===== config.mk =====
export PLATFORM = sky130hd
export DESIGN_NAME = uart_rx_fifo_loop
export DESIGN_NICKNAME = d
export VERILOG_FILES = /design/src/uart_rx_pkg.sv /design/src/uart_rx_fifo_loop.sv
export SDC_FILE = /design/constraint.sdc
export NUM_CORES = 1
export LEC_CHECK = 0
export BUFFER_PORTS_ARGS = -buffer_cell sky130_fd_sc_hd__buf_2
export CAP_MARGIN = 20
export CORE_MARGIN = 5
export CORE_UTILIZATION = 41
export CTS_BUF_LIST = sky130_fd_sc_hd__clkbuf_2
export DETAILED_ROUTE_END_ITERATION = 8
export HOLD_SLACK_MARGIN = 0.12
export PLACE_DENSITY_LB_ADDON = 0.1
export RECOVER_POWER = 50
export SLEW_MARGIN = 15
export SYNTH_ARGS = -nofsm -noshare
export SYNTH_HDL_FRONTEND = slang
export SYNTH_SLANG_ARGS = --single-unit
export TNS_END_PERCENT = 10

===== constraint.sdc =====
create_clock -name ref_clk -period 4.3 [get_ports ref_clk]
set_input_delay 0.645 -clock ref_clk [delete_from_list [all_inputs] [get_ports ref_clk]]
set_output_delay 0.645 -clock ref_clk [all_outputs]
set_load 0.02 [all_outputs]

===== src/uart_rx_pkg.sv =====
/*
 * constants, carriers and types for the receive fifo / loop / multidrop block.
 * assumes an apb master on ref_clk and a serial peer on rxd/txd/rts_n.
 */
package uart_rx_pkg;
   localparam logic [7:0] ADDR_MODE1 = 8'h00;
   localparam logic [7:0] ADDR_STATUS = 8'h04;
   localparam logic [7:0] ADDR_CMD = 8'h08;
   localparam logic [7:0] ADDR_DATA = 8'h0c;
   localparam logic [7:0] ADDR_AUX = 8'h10;
   localparam int MR1_RXRTS = 7;
   localparam int MR1_IRQSEL = 6;
   localparam int MR1_BLOCK = 5;
   localparam int MR1_PT = 2;
   localparam int AUX_TXRTS = 2;
   localparam logic [1:0] PM_PARITY = 2'h0;
   localparam logic [1:0] PM_FORCE = 2'h1;
   localparam logic [1:0] PM_NONE = 2'h2;
   localparam logic [1:0] PM_MULTI = 2'h3;
   localparam logic [1:0] EN_ON = 2'h1;
   localparam logic [1:0] EN_OFF = 2'h2;
   localparam logic [2:0] MISC_RST_RX = 3'h1;
   localparam logic [2:0] MISC_RST_TX = 3'h2;
   localparam logic [2:0] MISC_RST_ERR = 3'h3;
   localparam logic [2:0] MISC_RTS_ON = 3'h4;
   localparam logic [2:0] MISC_RTS_OFF = 3'h5;
   localparam logic [1:0] FIFO_DEPTH = 2'h3;
   localparam logic [3:0] BIT_LAST = 4'h7;
   localparam logic [3:0] OVS_MID = 4'h7;
   localparam logic [3:0] OVS_END = 4'hf;
   localparam logic [3:0] HALF_BIT = 4'h8;
   localparam int CLK_HZ = 20_000_000;
   localparam int BAUD_HZ = 115_200;
   localparam logic [3:0] DIV16 = 4'((CLK_HZ / (BAUD_HZ * 16)) - 1);
   localparam logic [7:0] MODE1_RESET = 8'h00;
   localparam logic [7:0] AUX_RESET = 8'h00;

   typedef enum logic [1:0] {LOOP_NONE, LOOP_ECHO, LOOP_LOCAL, LOOP_REMOTE} loop_t;
   typedef enum logic [2:0] {R_IDLE, R_START, R_DATA, R_PAR, R_STOP, R_BRK} rx_state_t;
   typedef enum logic [2:0] {T_IDLE, T_START, T_DATA, T_PAR, T_STOP} tx_state_t;
   typedef struct packed {
      logic rb;
      logic fe;
      logic pe;
      logic [7:0] data;
   } entry_t;
   typedef struct packed {
      logic psel;
      logic penable;
      logic pwrite;
      logic [7:0] paddr;
      logic [31:0] pwdata;
   } apb_req_t;
   typedef struct packed {
      logic [31:0] prdata;
      logic pready;
      logic pslverr;
   } apb_rsp_t;
endpackage

===== src/uart_rx_fifo_loop.sv =====
/*
 * receive fifo, error modes, flow control, loop modes and multidrop tagging
 * of one serial channel, with a minimal transmitter for normal output and local loopback.
 * assumes rxd is synchronous to ref_clk and the apb master holds requests.
 */
module uart_rx_fifo_loop (
   input wire logic ref_clk,
   input wire logic resetn,
   input wire logic ce,
   input wire uart_rx_pkg::apb_req_t apb_req,
   output uart_rx_pkg::apb_rsp_t apb_rsp,
   input wire logic rxd,
   output logic txd,
   output logic rts_n,
   output logic rx_irq
);
   import uart_rx_pkg::*;

   typedef struct packed {
      logic [7:0] mr1;
      logic [7:0] aux;
      loop_t loop_act;
      logic echo_wait;
      logic [3:0] echo_cnt;
      logic rx_en;
      logic tx_en;
      entry_t [2:0] fifo;
      logic [1:0] cnt;
      entry_t hold;
      logic hold_v;
      logic oe;
      logic [2:0] acc;
      logic rts_n;
      logic irq;
      logic [3:0] div;
      logic tick;
      rx_state_t rst;
      logic [3:0] rsc;
      logic [3:0] rbits;
      logic [7:0] rsh;
      logic rpar;
      tx_state_t tst;
      logic [3:0] tsc;
      logic [3:0] tbits;
      logic [7:0] tsh;
      logic tpar;
      logic [7:0] tbuf;
      logic tbuf_v;
      logic tline;
      logic txd;
      logic pop_arm;
      apb_rsp_t rsp;
   } st_t;

   st_t s_reg;
   st_t s_next;
   logic rx_in;
   logic access;
   logic done;
   logic start_ok;
   logic stop_ev;
   logic multi;
   logic rts_rx_ctl;

   assign apb_rsp = s_reg.rsp;
   assign txd = s_reg.txd;
   assign rts_n = s_reg.rts_n;
   assign rx_irq = s_reg.irq;

   always_comb begin
      st_t n;
      loop_t req;
      entry_t e;
      logic has9;
      logic popped;
      logic accept;
      logic [7:0] stat;
      logic [2:0] flags;
      n = s_reg;
      req = LOOP_NONE;
      e = '0;
      has9 = 1'b0;
      popped = 1'b0;
      accept = 1'b0;
      stat = 8'h00;
      flags = 3'h0;
      n.tick = 1'b0;
      n.div = s_reg.div + 4'h1;
      if (s_reg.div == DIV16) begin
         n.div = 4'h0;
         n.tick = 1'b1;
      end
      multi = (s_reg.mr1[4:3] == PM_MULTI);
      has9 = (s_reg.mr1[4:3] != PM_NONE);
      // receiver alone steers rts only when the transmitter does not
      rts_rx_ctl = s_reg.mr1[MR1_RXRTS] & ~s_reg.aux[AUX_TXRTS];
      rx_in = (s_reg.loop_act == LOOP_LOCAL) ? s_reg.tline : rxd;
      access = apb_req.psel & apb_req.penable;
      done = access & s_reg.rsp.pready;
      start_ok = 1'b0;
      stop_ev = 1'b0;

      // bus slave: one wait state, answer prepared from current state
      n.rsp.pready = access & ~s_reg.rsp.pready;
      if (access && !s_reg.rsp.pready) begin
         n.rsp.prdata = 32'h0000_0000;
         n.rsp.pslverr = 1'b0;
         n.pop_arm = 1'b0;
         flags = s_reg.mr1[MR1_BLOCK] ? s_reg.acc :
            ((s_reg.cnt != 2'h0) ? {s_reg.fifo[0].rb, s_reg.fifo[0].fe, s_reg.fifo[0].pe}
             : 3'h0);
         stat = {flags, s_reg.oe,
                 s_reg.tst == T_IDLE && !s_reg.tbuf_v && s_reg.tx_en,
                 !s_reg.tbuf_v && s_reg.tx_en,
                 s_reg.cnt == FIFO_DEPTH, s_reg.cnt != 2'h0};
         if (s_reg.loop_act == LOOP_ECHO) begin
            stat[3:2] = 2'h0;
         end
         if (s_reg.loop_act == LOOP_REMOTE) begin
            stat = 8'h00;
         end
         unique case (apb_req.paddr)
            ADDR_MODE1: n.rsp.prdata = {24'h00_0000, s_reg.mr1};
            ADDR_STATUS: n.rsp.prdata = {24'h00_0000, stat};
            ADDR_CMD: n.rsp.prdata = 32'h0000_0000;
            ADDR_DATA: begin
               if (s_reg.cnt != 2'h0 && s_reg.loop_act != LOOP_REMOTE) begin
                  n.rsp.prdata = {24'h00_0000, s_reg.fifo[0].data};
                  n.pop_arm = ~apb_req.pwrite;
               end
            end
            ADDR_AUX: n.rsp.prdata = {24'h00_0000, s_reg.aux};
            default: n.rsp.pslverr = 1'b1;
         endcase
      end

      // reset-error clear comes first so a same-cycle arrival still sets
      if (done && apb_req.pwrite && apb_req.paddr == ADDR_CMD &&
          apb_req.pwdata[6:4] == MISC_RST_ERR) begin
         n.acc = 3'h0;
         n.oe = 1'b0;
      end
      if (done && apb_req.pwrite) begin
         unique case (apb_req.paddr)
            ADDR_MODE1: n.mr1 = apb_req.pwdata[7:0];
            ADDR_AUX: n.aux = apb_req.pwdata[7:0];
            ADDR_DATA: begin
               if (s_reg.loop_act != LOOP_ECHO && s_reg.loop_act != LOOP_REMOTE) begin
                  n.tbuf = apb_req.pwdata[7:0];
                  n.tbuf_v = 1'b1;
               end
            end
            ADDR_CMD: begin
               if (apb_req.pwdata[1:0] == EN_ON) n.rx_en = 1'b1;
               if (apb_req.pwdata[1:0] == EN_OFF) n.rx_en = 1'b0;
               if (apb_req.pwdata[3:2] == EN_ON) n.tx_en = 1'b1;
               if (apb_req.pwdata[3:2] == EN_OFF) n.tx_en = 1'b0;
               if (apb_req.pwdata[6:4] == MISC_RTS_ON) n.rts_n = 1'b0;
               if (apb_req.pwdata[6:4] == MISC_RTS_OFF) n.rts_n = 1'b1;
            end
            default: begin
            end
         endcase
      end

      // pop, then drain the waiting shift-register character
      if (done && !apb_req.pwrite && apb_req.paddr == ADDR_DATA && s_reg.pop_arm) begin
         n.fifo[0] = s_reg.fifo[1];
         n.fifo[1] = s_reg.fifo[2];
         n.cnt = s_reg.cnt - 2'h1;
         popped = 1'b1;
      end
      if (n.hold_v && n.cnt != FIFO_DEPTH) begin
         n.fifo[n.cnt] = n.hold;
         n.cnt = n.cnt + 2'h1;
         n.hold_v = 1'b0;
      end

      // receiver keeps listening while disabled in multidrop
      if (s_reg.tick) begin
         n.rsc = s_reg.rsc + 4'h1;
         unique case (s_reg.rst)
            R_IDLE: begin
               n.rsc = 4'h0;
               if ((s_reg.rx_en || multi) && !rx_in) n.rst = R_START;
            end
            R_START: begin
               if (s_reg.rsc == OVS_MID) begin
                  n.rsc = 4'h0;
                  n.rbits = 4'h0;
                  n.rst = rx_in ? R_IDLE : R_DATA;
                  start_ok = ~rx_in;
               end
            end
            R_DATA: begin
               if (s_reg.rsc == OVS_END) begin
                  n.rsh = {rx_in, s_reg.rsh[7:1]};
                  n.rbits = s_reg.rbits + 4'h1;
                  if (s_reg.rbits == BIT_LAST) n.rst = has9 ? R_PAR : R_STOP;
               end
            end
            R_PAR: begin
               if (s_reg.rsc == OVS_END) begin
                  n.rpar = rx_in;
                  n.rst = R_STOP;
               end
            end
            R_STOP: begin
               if (s_reg.rsc == OVS_END) begin
                  stop_ev = 1'b1;
                  n.rst = R_IDLE;
               end
            end
            R_BRK: begin
               if (rx_in) n.rst = R_IDLE;
            end
         endcase
      end

      if (start_ok) begin
         if (s_reg.hold_v && n.hold_v) begin
            n.hold_v = 1'b0;
            n.oe = 1'b1;
         end
         if (rts_rx_ctl && n.cnt == FIFO_DEPTH) n.rts_n = 1'b1;
      end

      if (stop_ev) begin
         e.data = s_reg.rsh;
         e.fe = ~rx_in;
         e.rb = ~rx_in && s_reg.rsh == 8'h00 && !(has9 && s_reg.rpar);
         if (multi) begin
            e.pe = s_reg.rpar;
         end else if (s_reg.mr1[4:3] == PM_PARITY) begin
            e.pe = (^{s_reg.rsh, s_reg.rpar}) ^ s_reg.mr1[MR1_PT];
         end else if (s_reg.mr1[4:3] == PM_FORCE) begin
            e.pe = s_reg.rpar ^ s_reg.mr1[MR1_PT];
         end
         if (s_reg.loop_act == LOOP_REMOTE) e.pe = 1'b0;
         accept = s_reg.loop_act != LOOP_REMOTE &&
                  (s_reg.rx_en || (multi && s_reg.rpar));
         if (accept) begin
            if (n.cnt != FIFO_DEPTH) begin
               n.fifo[n.cnt] = e;
               n.cnt = n.cnt + 2'h1;
            end else begin
               n.hold = e;
               n.hold_v = 1'b1;
            end
         end
         if (e.rb) n.rst = R_BRK;
      end

      if (rts_rx_ctl && s_reg.rts_n && n.cnt != FIFO_DEPTH &&
          !(done && apb_req.pwrite && apb_req.paddr == ADDR_CMD)) begin
         n.rts_n = 1'b0;
      end
      if ((popped && n.cnt != 2'h0) || (s_reg.cnt == 2'h0 && n.cnt != 2'h0)) begin
         n.acc = n.acc | {n.fifo[0].rb, n.fifo[0].fe, n.fifo[0].pe};
      end

      // loop selection; echo and remote leave only at a stop bit
      unique case (s_reg.aux[1:0])
         2'h0: req = LOOP_NONE;
         2'h1: req = LOOP_ECHO;
         2'h2: req = LOOP_LOCAL;
         2'h3: req = LOOP_REMOTE;
      endcase
      if (req == s_reg.loop_act) begin
         n.echo_wait = 1'b0;
      end else if (s_reg.loop_act == LOOP_REMOTE) begin
         if (stop_ev) n.loop_act = req;
      end else if (s_reg.loop_act == LOOP_ECHO) begin
         if (stop_ev) begin
            n.echo_wait = 1'b1;
            n.echo_cnt = HALF_BIT;
         end else if (s_reg.echo_wait && s_reg.tick) begin
            n.echo_cnt = s_reg.echo_cnt - 4'h1;
            if (s_reg.echo_cnt == 4'h1) begin
               n.loop_act = req;
               n.echo_wait = 1'b0;
            end
         end
      end else begin
         n.loop_act = req;
      end

      // transmitter; gets no new data while echo or remote own the line
      if (s_reg.tick) begin
         n.tsc = s_reg.tsc + 4'h1;
         unique case (s_reg.tst)
            T_IDLE: begin
               n.tsc = 4'h0;
               if (s_reg.tbuf_v && s_reg.tx_en) begin
                  n.tsh = s_reg.tbuf;
                  n.tbuf_v = 1'b0;
                  n.tpar = (s_reg.mr1[4:3] == PM_PARITY) ?
                     (^s_reg.tbuf) ^ s_reg.mr1[MR1_PT] : s_reg.mr1[MR1_PT];
                  n.tbits = 4'h0;
                  n.tst = T_START;
               end
            end
            T_START: if (s_reg.tsc == OVS_END) n.tst = T_DATA;
            T_DATA: begin
               if (s_reg.tsc == OVS_END) begin
                  n.tsh = {1'b0, s_reg.tsh[7:1]};
                  n.tbits = s_reg.tbits + 4'h1;
                  if (s_reg.tbits == BIT_LAST) n.tst = has9 ? T_PAR : T_STOP;
               end
            end
            T_PAR: if (s_reg.tsc == OVS_END) n.tst = T_STOP;
            T_STOP: if (s_reg.tsc == OVS_END) n.tst = T_IDLE;
         endcase
      end
      unique case (n.tst)
         T_IDLE: n.tline = 1'b1;
         T_START: n.tline = 1'b0;
         T_DATA: n.tline = n.tsh[0];
         T_PAR: n.tline = n.tpar;
         T_STOP: n.tline = 1'b1;
      endcase

      if (done && apb_req.pwrite && apb_req.paddr == ADDR_CMD) begin
         if (apb_req.pwdata[6:4] == MISC_RST_TX) begin
            n.tst = T_IDLE;
            n.tbuf_v = 1'b0;
            n.tx_en = 1'b0;
            n.tline = 1'b1;
         end
         if (apb_req.pwdata[6:4] == MISC_RST_RX) begin
            n.cnt = 2'h0;
            n.hold_v = 1'b0;
            n.oe = 1'b0;
            n.acc = 3'h0;
            n.rx_en = 1'b0;
            n.rts_n = 1'b1;
            n.rst = R_IDLE;
         end
      end

      unique case (n.loop_act)
         LOOP_LOCAL: n.txd = 1'b1;
         LOOP_ECHO, LOOP_REMOTE: n.txd = rx_in;
         default: n.txd = n.tline;
      endcase
      n.irq = (n.loop_act != LOOP_REMOTE) &&
              (n.mr1[MR1_IRQSEL] ? (n.cnt == FIFO_DEPTH) : (n.cnt != 2'h0));
      s_next = n;
   end

   always_ff @(posedge ref_clk or negedge resetn) begin
      if (!resetn) begin
         s_reg <= '0;
         s_reg.mr1 <= MODE1_RESET;
         s_reg.aux <= AUX_RESET;
         s_reg.loop_act <= LOOP_NONE;
         s_reg.rst <= R_IDLE;
         s_reg.tst <= T_IDLE;
         s_reg.rts_n <= 1'b1;
         s_reg.tline <= 1'b1;
         s_reg.txd <= 1'b1;
      end else if (ce) begin
         s_reg <= s_next;
      end
   end
endmodule


Word-level counts from Yosys, hierarchy flattened
Index checks and enable logic that the tools add are counted.

Add/subtract/negate cells: 9. Bitwise logic cells: 15. Multiplexer cells: 122. Reductions and logical operators: 74. Eq/ne operators: 60. Order comparisons: 4.

Operators by type and width (count): $pmux 32 s4 (1); $mux 47 (2); $mux 35 (2); $mux 3 (23); $bwmux 33 (2); $demux 11 s2 (2); $mux 1 (41); $mux 20 (2); $mux 12 (3); $mux 11 (3); $mux 33 (1); $mux 2 (16); $logic_and 1x1->1 (31); $eq 2x2->1 const B (12); $eq 3x2->1 const B (8); $mux 24 (1); $mux 8 (3); $pmux 12 s2 (1); $add 4x1->4 const B (5); $mux 5 (4); $reduce_and 5->1 (4); $eq 3x3->1 const B (6); $ne 2x2->1 const B (9); $pmux 3 s6 (1); other kinds (43) (101).

Logic and storage cells: 335. Input port bits: 47. Output and inout bits: 37. Bits in registers: 169.

Logic depth before layout (Yosys ltp)
Depth after elaboration: 26. Gate-level depth with buffers: 11. Mapped depth without buffers: 9.

Least setup slack after synthesis
Ideal clock, no wire load.

Path type: input port to flip-flop. Start: input port apb_req[36] (netlist bit). End: register s_reg[133] (netlist bit). Data arrival time: 2517 ps. Path slack: 1646 ps. Buffers on the path: 3. Library setup time: 137 ps. Stages: 10. Cell sequence: clkbuf_2 > nor4b_2 > and4_1 > buf_4 > mux2_2 > a311oi_1 > o22ai_1 > buf_2 > nor2_1 > a21oi_1.

Cells in the longest elaborated chain, start to end: 15.

Ends and longest elaborated chain: start: declaration (line uart_rx_fifo_loop.sv:10) `input wire uart_rx_pkg::apb_req_t apb_req,`; $eq 8x4->1 * (line uart_rx_fifo_loop.sv:167) `if (done && !apb_req.pwrite && apb_req.paddr == ADDR_DATA && s_reg.pop_arm) begin`; $logic_and 1x1->1 * (2 in a row) (line uart_rx_fifo_loop.sv:167); $mux 24 * (line uart_rx_fifo_loop.sv:167); parallel branches: the longest is 2 deep, another holds $add 2x1->2; $mux 35 * (line uart_rx_fifo_loop.sv:173) `if (n.hold_v && n.cnt != FIFO_DEPTH) begin`; $lt 2x3->1 (not written as such) or $ge 2x1->1 (tied branches) (line uart_rx_fifo_loop.sv:244) `n.fifo[n.cnt] = e;`; $logic_and 1x1->1 (not written as such) (line uart_rx_fifo_loop.sv:244); $mux 11 (not written as such) (line uart_rx_fifo_loop.sv:244); $demux 11 s2 (line uart_rx_fifo_loop.sv:244); $bwmux 33 (line uart_rx_fifo_loop.sv:244); $mux 35 (line uart_rx_fifo_loop.sv:243) `if (n.cnt != FIFO_DEPTH) begin`; $mux 47 (line uart_rx_fifo_loop.sv:242) `if (accept) begin`; $mux 47 * (line uart_rx_fifo_loop.sv:228) `if (stop_ev) begin`; end signal: assignment (line uart_rx_fifo_loop.sv:363) `s_reg <= s_next;`; end: declaration (line uart_rx_fifo_loop.sv:55) `st_t s_reg;`.

Mark *: on every way between the ends. A chain may end at the register's enable or synchronous reset.

Final worst setup path
Start: register s_reg[109] (netlist bit). End: register s_reg[134] (netlist bit).

Cells in the longest elaborated chain, start to end: 13.

Ends and longest elaborated chain: $sub 2x1->2 (line uart_rx_fifo_loop.sv:170) `n.cnt = s_reg.cnt - 2'h1;`; $mux 24 * (line uart_rx_fifo_loop.sv:167); parallel branches: the longest is 2 deep, another holds $add 2x1->2; $mux 35 * (line uart_rx_fifo_loop.sv:173); $lt 2x3->1 (not written as such) or $ge 2x1->1 (tied branches) (line uart_rx_fifo_loop.sv:244); $logic_and 1x1->1 (not written as such) (line uart_rx_fifo_loop.sv:244); $mux 11 (not written as such) (line uart_rx_fifo_loop.sv:244); $demux 11 s2 (line uart_rx_fifo_loop.sv:244); $bwmux 33 (line uart_rx_fifo_loop.sv:244); $mux 35 (line uart_rx_fifo_loop.sv:243); $mux 47 (line uart_rx_fifo_loop.sv:242); $mux 47 * (line uart_rx_fifo_loop.sv:228).

Marked as above.

==> key figures <==
Synth
  – Register bit total from synthesis: about 150
  – EDFF count, synth: 0
  – Netlist cell types: between 80 and 90
  – Yosys top cell area share: 41.2%
  – Asr flop ratio synth: 100%
  – Syn Inst Count: 913
  – Area contributors post-synth: dfrtp_1 (41%), mux2_2 (5.4%), o21ai_0 (4.4%)
  – Most common cell in the netlist: dfrtp_1
  – Post-synth top area cell: dfrtp_1
  – Synthesized area per cell: about 9.4 sq um
  – Synthesis Warnings: 0
  – Sequential-to-total area share from yosys stat: ~42%
  – Top FF cell, synth: dfrtp_1
  – Mapped Area: between 8000 and 9000 sq um
  – Top post-synthesis cells by count: dfrtp_1 (142), nand2_1 (85), o21ai_0 (75), nor2_1 (63), a21oi_1 (45)

Die
  – FP Rows: between 50 and 60
  – Initial Util: roughly 41%
  – I/O pins: 84
  – Floorplan core area: approximately 21000 sq um
  – Area of the die: about 24000 sq um
  – Chip Width: around 150 um
  – Die Ht: 155 um

Clocking
  – CTS sink count: between 100 and 150
  – CTS resizes: 0
  – CTS tree: done
  – Clock Tree Buf Depth: 2
  – Root buffer cell: clkbuf_2
  – Reg clk slew, reported paths: 0.25 ns
  – Latest clock arrival within the worst-skew pair: 0.74 ns
  – Cts-stage hold buffer count: 3
  – Postcts setup bufs: 0
  – CTS H-tree lvls: 4
  – CTS buffer count: 17

STA
  – Count of final setup violators: 0
  – Final Hold Fails: 0
  – Worst-Margin Slew: between 2 and 2.5 ns
  – Relative slew slack: -60.9%
  – Unrepaired setup endpoints after global routing: no
  – Period utilization: between 70% and 80%
  – Setup TNS: 0 ns
  – Hold WS: 0.228 ns
  – Pins over their slew limit: 91
  – Clock skew: 0.0506 ns
  – Fin crit period: about 3.2 ns
  – FMAX: about 310 MHz

Routing
  – Routed Antenna Nets: 0
  – Vias: just under 7000
  – DR WL/cell: about 19 um
  – Final WL: 22.8 mm
  – Via-per-instance ratio: around 5.6
  – DRT iter0 DRCs: 422
  – First-pass iteration count of the detailed router: 7
  – # DRC: 0

Power
  – Leakage: 4.13 nW
  – Worst VDD drop: roughly 150 uV
  – Power Density: 333 nW/um^2

Setup path
  – CP startpoint kind: flop
  – CP arrival: just under 4 ns
  – Crit-path max FO: 23
  – Crit path required time: approximately 5 ns
  – CP Capture Type: flop
  – Reg2Reg Launch Point: s_reg[109]$_DFFE_PN0P_
  – CP Class: reg2reg
  – Start point of the critical path: s_reg[109]$_DFFE_PN0P_

Worst hold path
  – Worst hold start: apb_req[4]
  – Worst hold path type: in2reg

Final layout
  – Layout cell share with drive strength beyond 1: about 16%
  – Non-filler instance count after layout: about 1200
  – Max FFs per register: about 130
  – Nets: between 900 and 1000
  – P&R area growth vs syn: 6.75%

Global routing
  – Number of antenna violations at the first check in global routing: 1
  – Total grt overflow: 0
  – GRT Total Usage: between 10% and 20%
  – Vias in the first global route: 6639
  – Largest net degree at the start of global routing: just over 90
  – First-pass GRT wire length: ~37 mm

Status
  – Failing checks: capacitance limit, slew limit
  – Status: finished with violations

Flow run
  – MaxCap Viol Count: 1

Placement
  – Dpl hpwl: around 16 mm
  – Buffers added on ports: 35
  – DP Cell Count: ~1200
  – Gp weighted congestion: roughly 0.83
==> per-layer routing <==
metal  routed length (um)  up-vias  share of wire, %  global-route usage (%)
li1                     -     3305                 -                       -
met1                11000     3371                48                    27.4
met2                10700      121                47                    30.6
met3                  838       18               3.7                    4.06
met4                  319        0               1.4                    4.63
met5                    0        -                 0                       0
==> path summary, 6_finish.rpt <==
check,slack [ns],endpoint,depth (start not counted)
setup / recovery,1.07,s_reg[134]$_DFFE_PN0P_,10
hold / removal,0.23,s_reg[165]$_DFFE_PN0P_,2
setup reg to reg,1.07,s_reg[134]$_DFFE_PN0P_,10
hold reg to reg,0.51,apb_rsp[0]$_DFFE_PN0P_,1
max in group asynchronous,1.36,s_reg[42]$_DFFE_PN0P_,3
min in group asynchronous,1.10,apb_rsp[0]$_DFFE_PN0P_,2
==> cell usage in the layout, fill, tap and decap left out, drive strengths merged, types with 11 or more instances in the layout <==
master,n
a21o,14
nor4,12
buf,48
mux2i,21
o21a,12
nor3,16
mux2,47
conb,24
nor2,65
inv,28
dfrtp,142
a22o,23
o21ai,85
a221o,11
o32ai,11
xnor2,14
nor2b,11
nand2,85
clkbuf,25
nand3,26
a21oi,46
and2,13
==> layout make-up <==
class,instances,area (sq um)
fill,2096,11700
tap,275,344
antenna,2,5.00
timing repair buffer,58,342
multi-input combinational,675,4480
clock buffer,19,95.1
sequential,145,3630
clock inverter,13,219
inverter,22,82.6
==> logic make-up after synthesis <==
| group | synth area share (%) |
|---|---|
| DFF | 42.2 |
| AOI/OAI and AO/OA | 21.4 |
| and+or+nand+nor | 16.9 |
| buffers and inverters | 6.94 |
| xor gates and xnor gates | 2.40 |
| muxes | 8.58 |
| adders and majority gates | 1.54 |
| other | 0.0435 |
==> critical path: stages (launching register included) <==
cell	delay, ns
dfrtp_1	0.72
inv_2	0.20
ha_1	0.55
nand2_1	0.11
nor2_1	0.10
mux2_2	0.44
a311oi_1	0.12
o22ai_1	0.53
buf_4	0.28
nor2_1	0.05
a21oi_1	0.11
==> stage by stage <==
| stage | setup slack, ns | area [sq um] | power [mW] | utilization [%] |
|---|---|---|---|---|
| CTS | 1.10 | 9210 | 3.10 | 44.1 |
| floorplan | 1.65 | 8700 | 1.91 | - |
| global route | 0.813 | 9200 | 3.24 | 44.0 |
| global placement | 0.785 | 8850 | 2.07 | 42.4 |
| detailed placement | 0.915 | 8860 | 2.07 | 42.4 |
| finish | 1.07 | 9200 | 3.06 | 44.0 |
==> power by group <==
part | switching [mW] | total [mW] | internal (mW)
sequential | 0.113 | 1.58 | 1.47
clock | 0.558 | 1.02 | 0.459
combinational | 0.291 | 0.458 | 0.167
(Power assumes the default switching activity.)
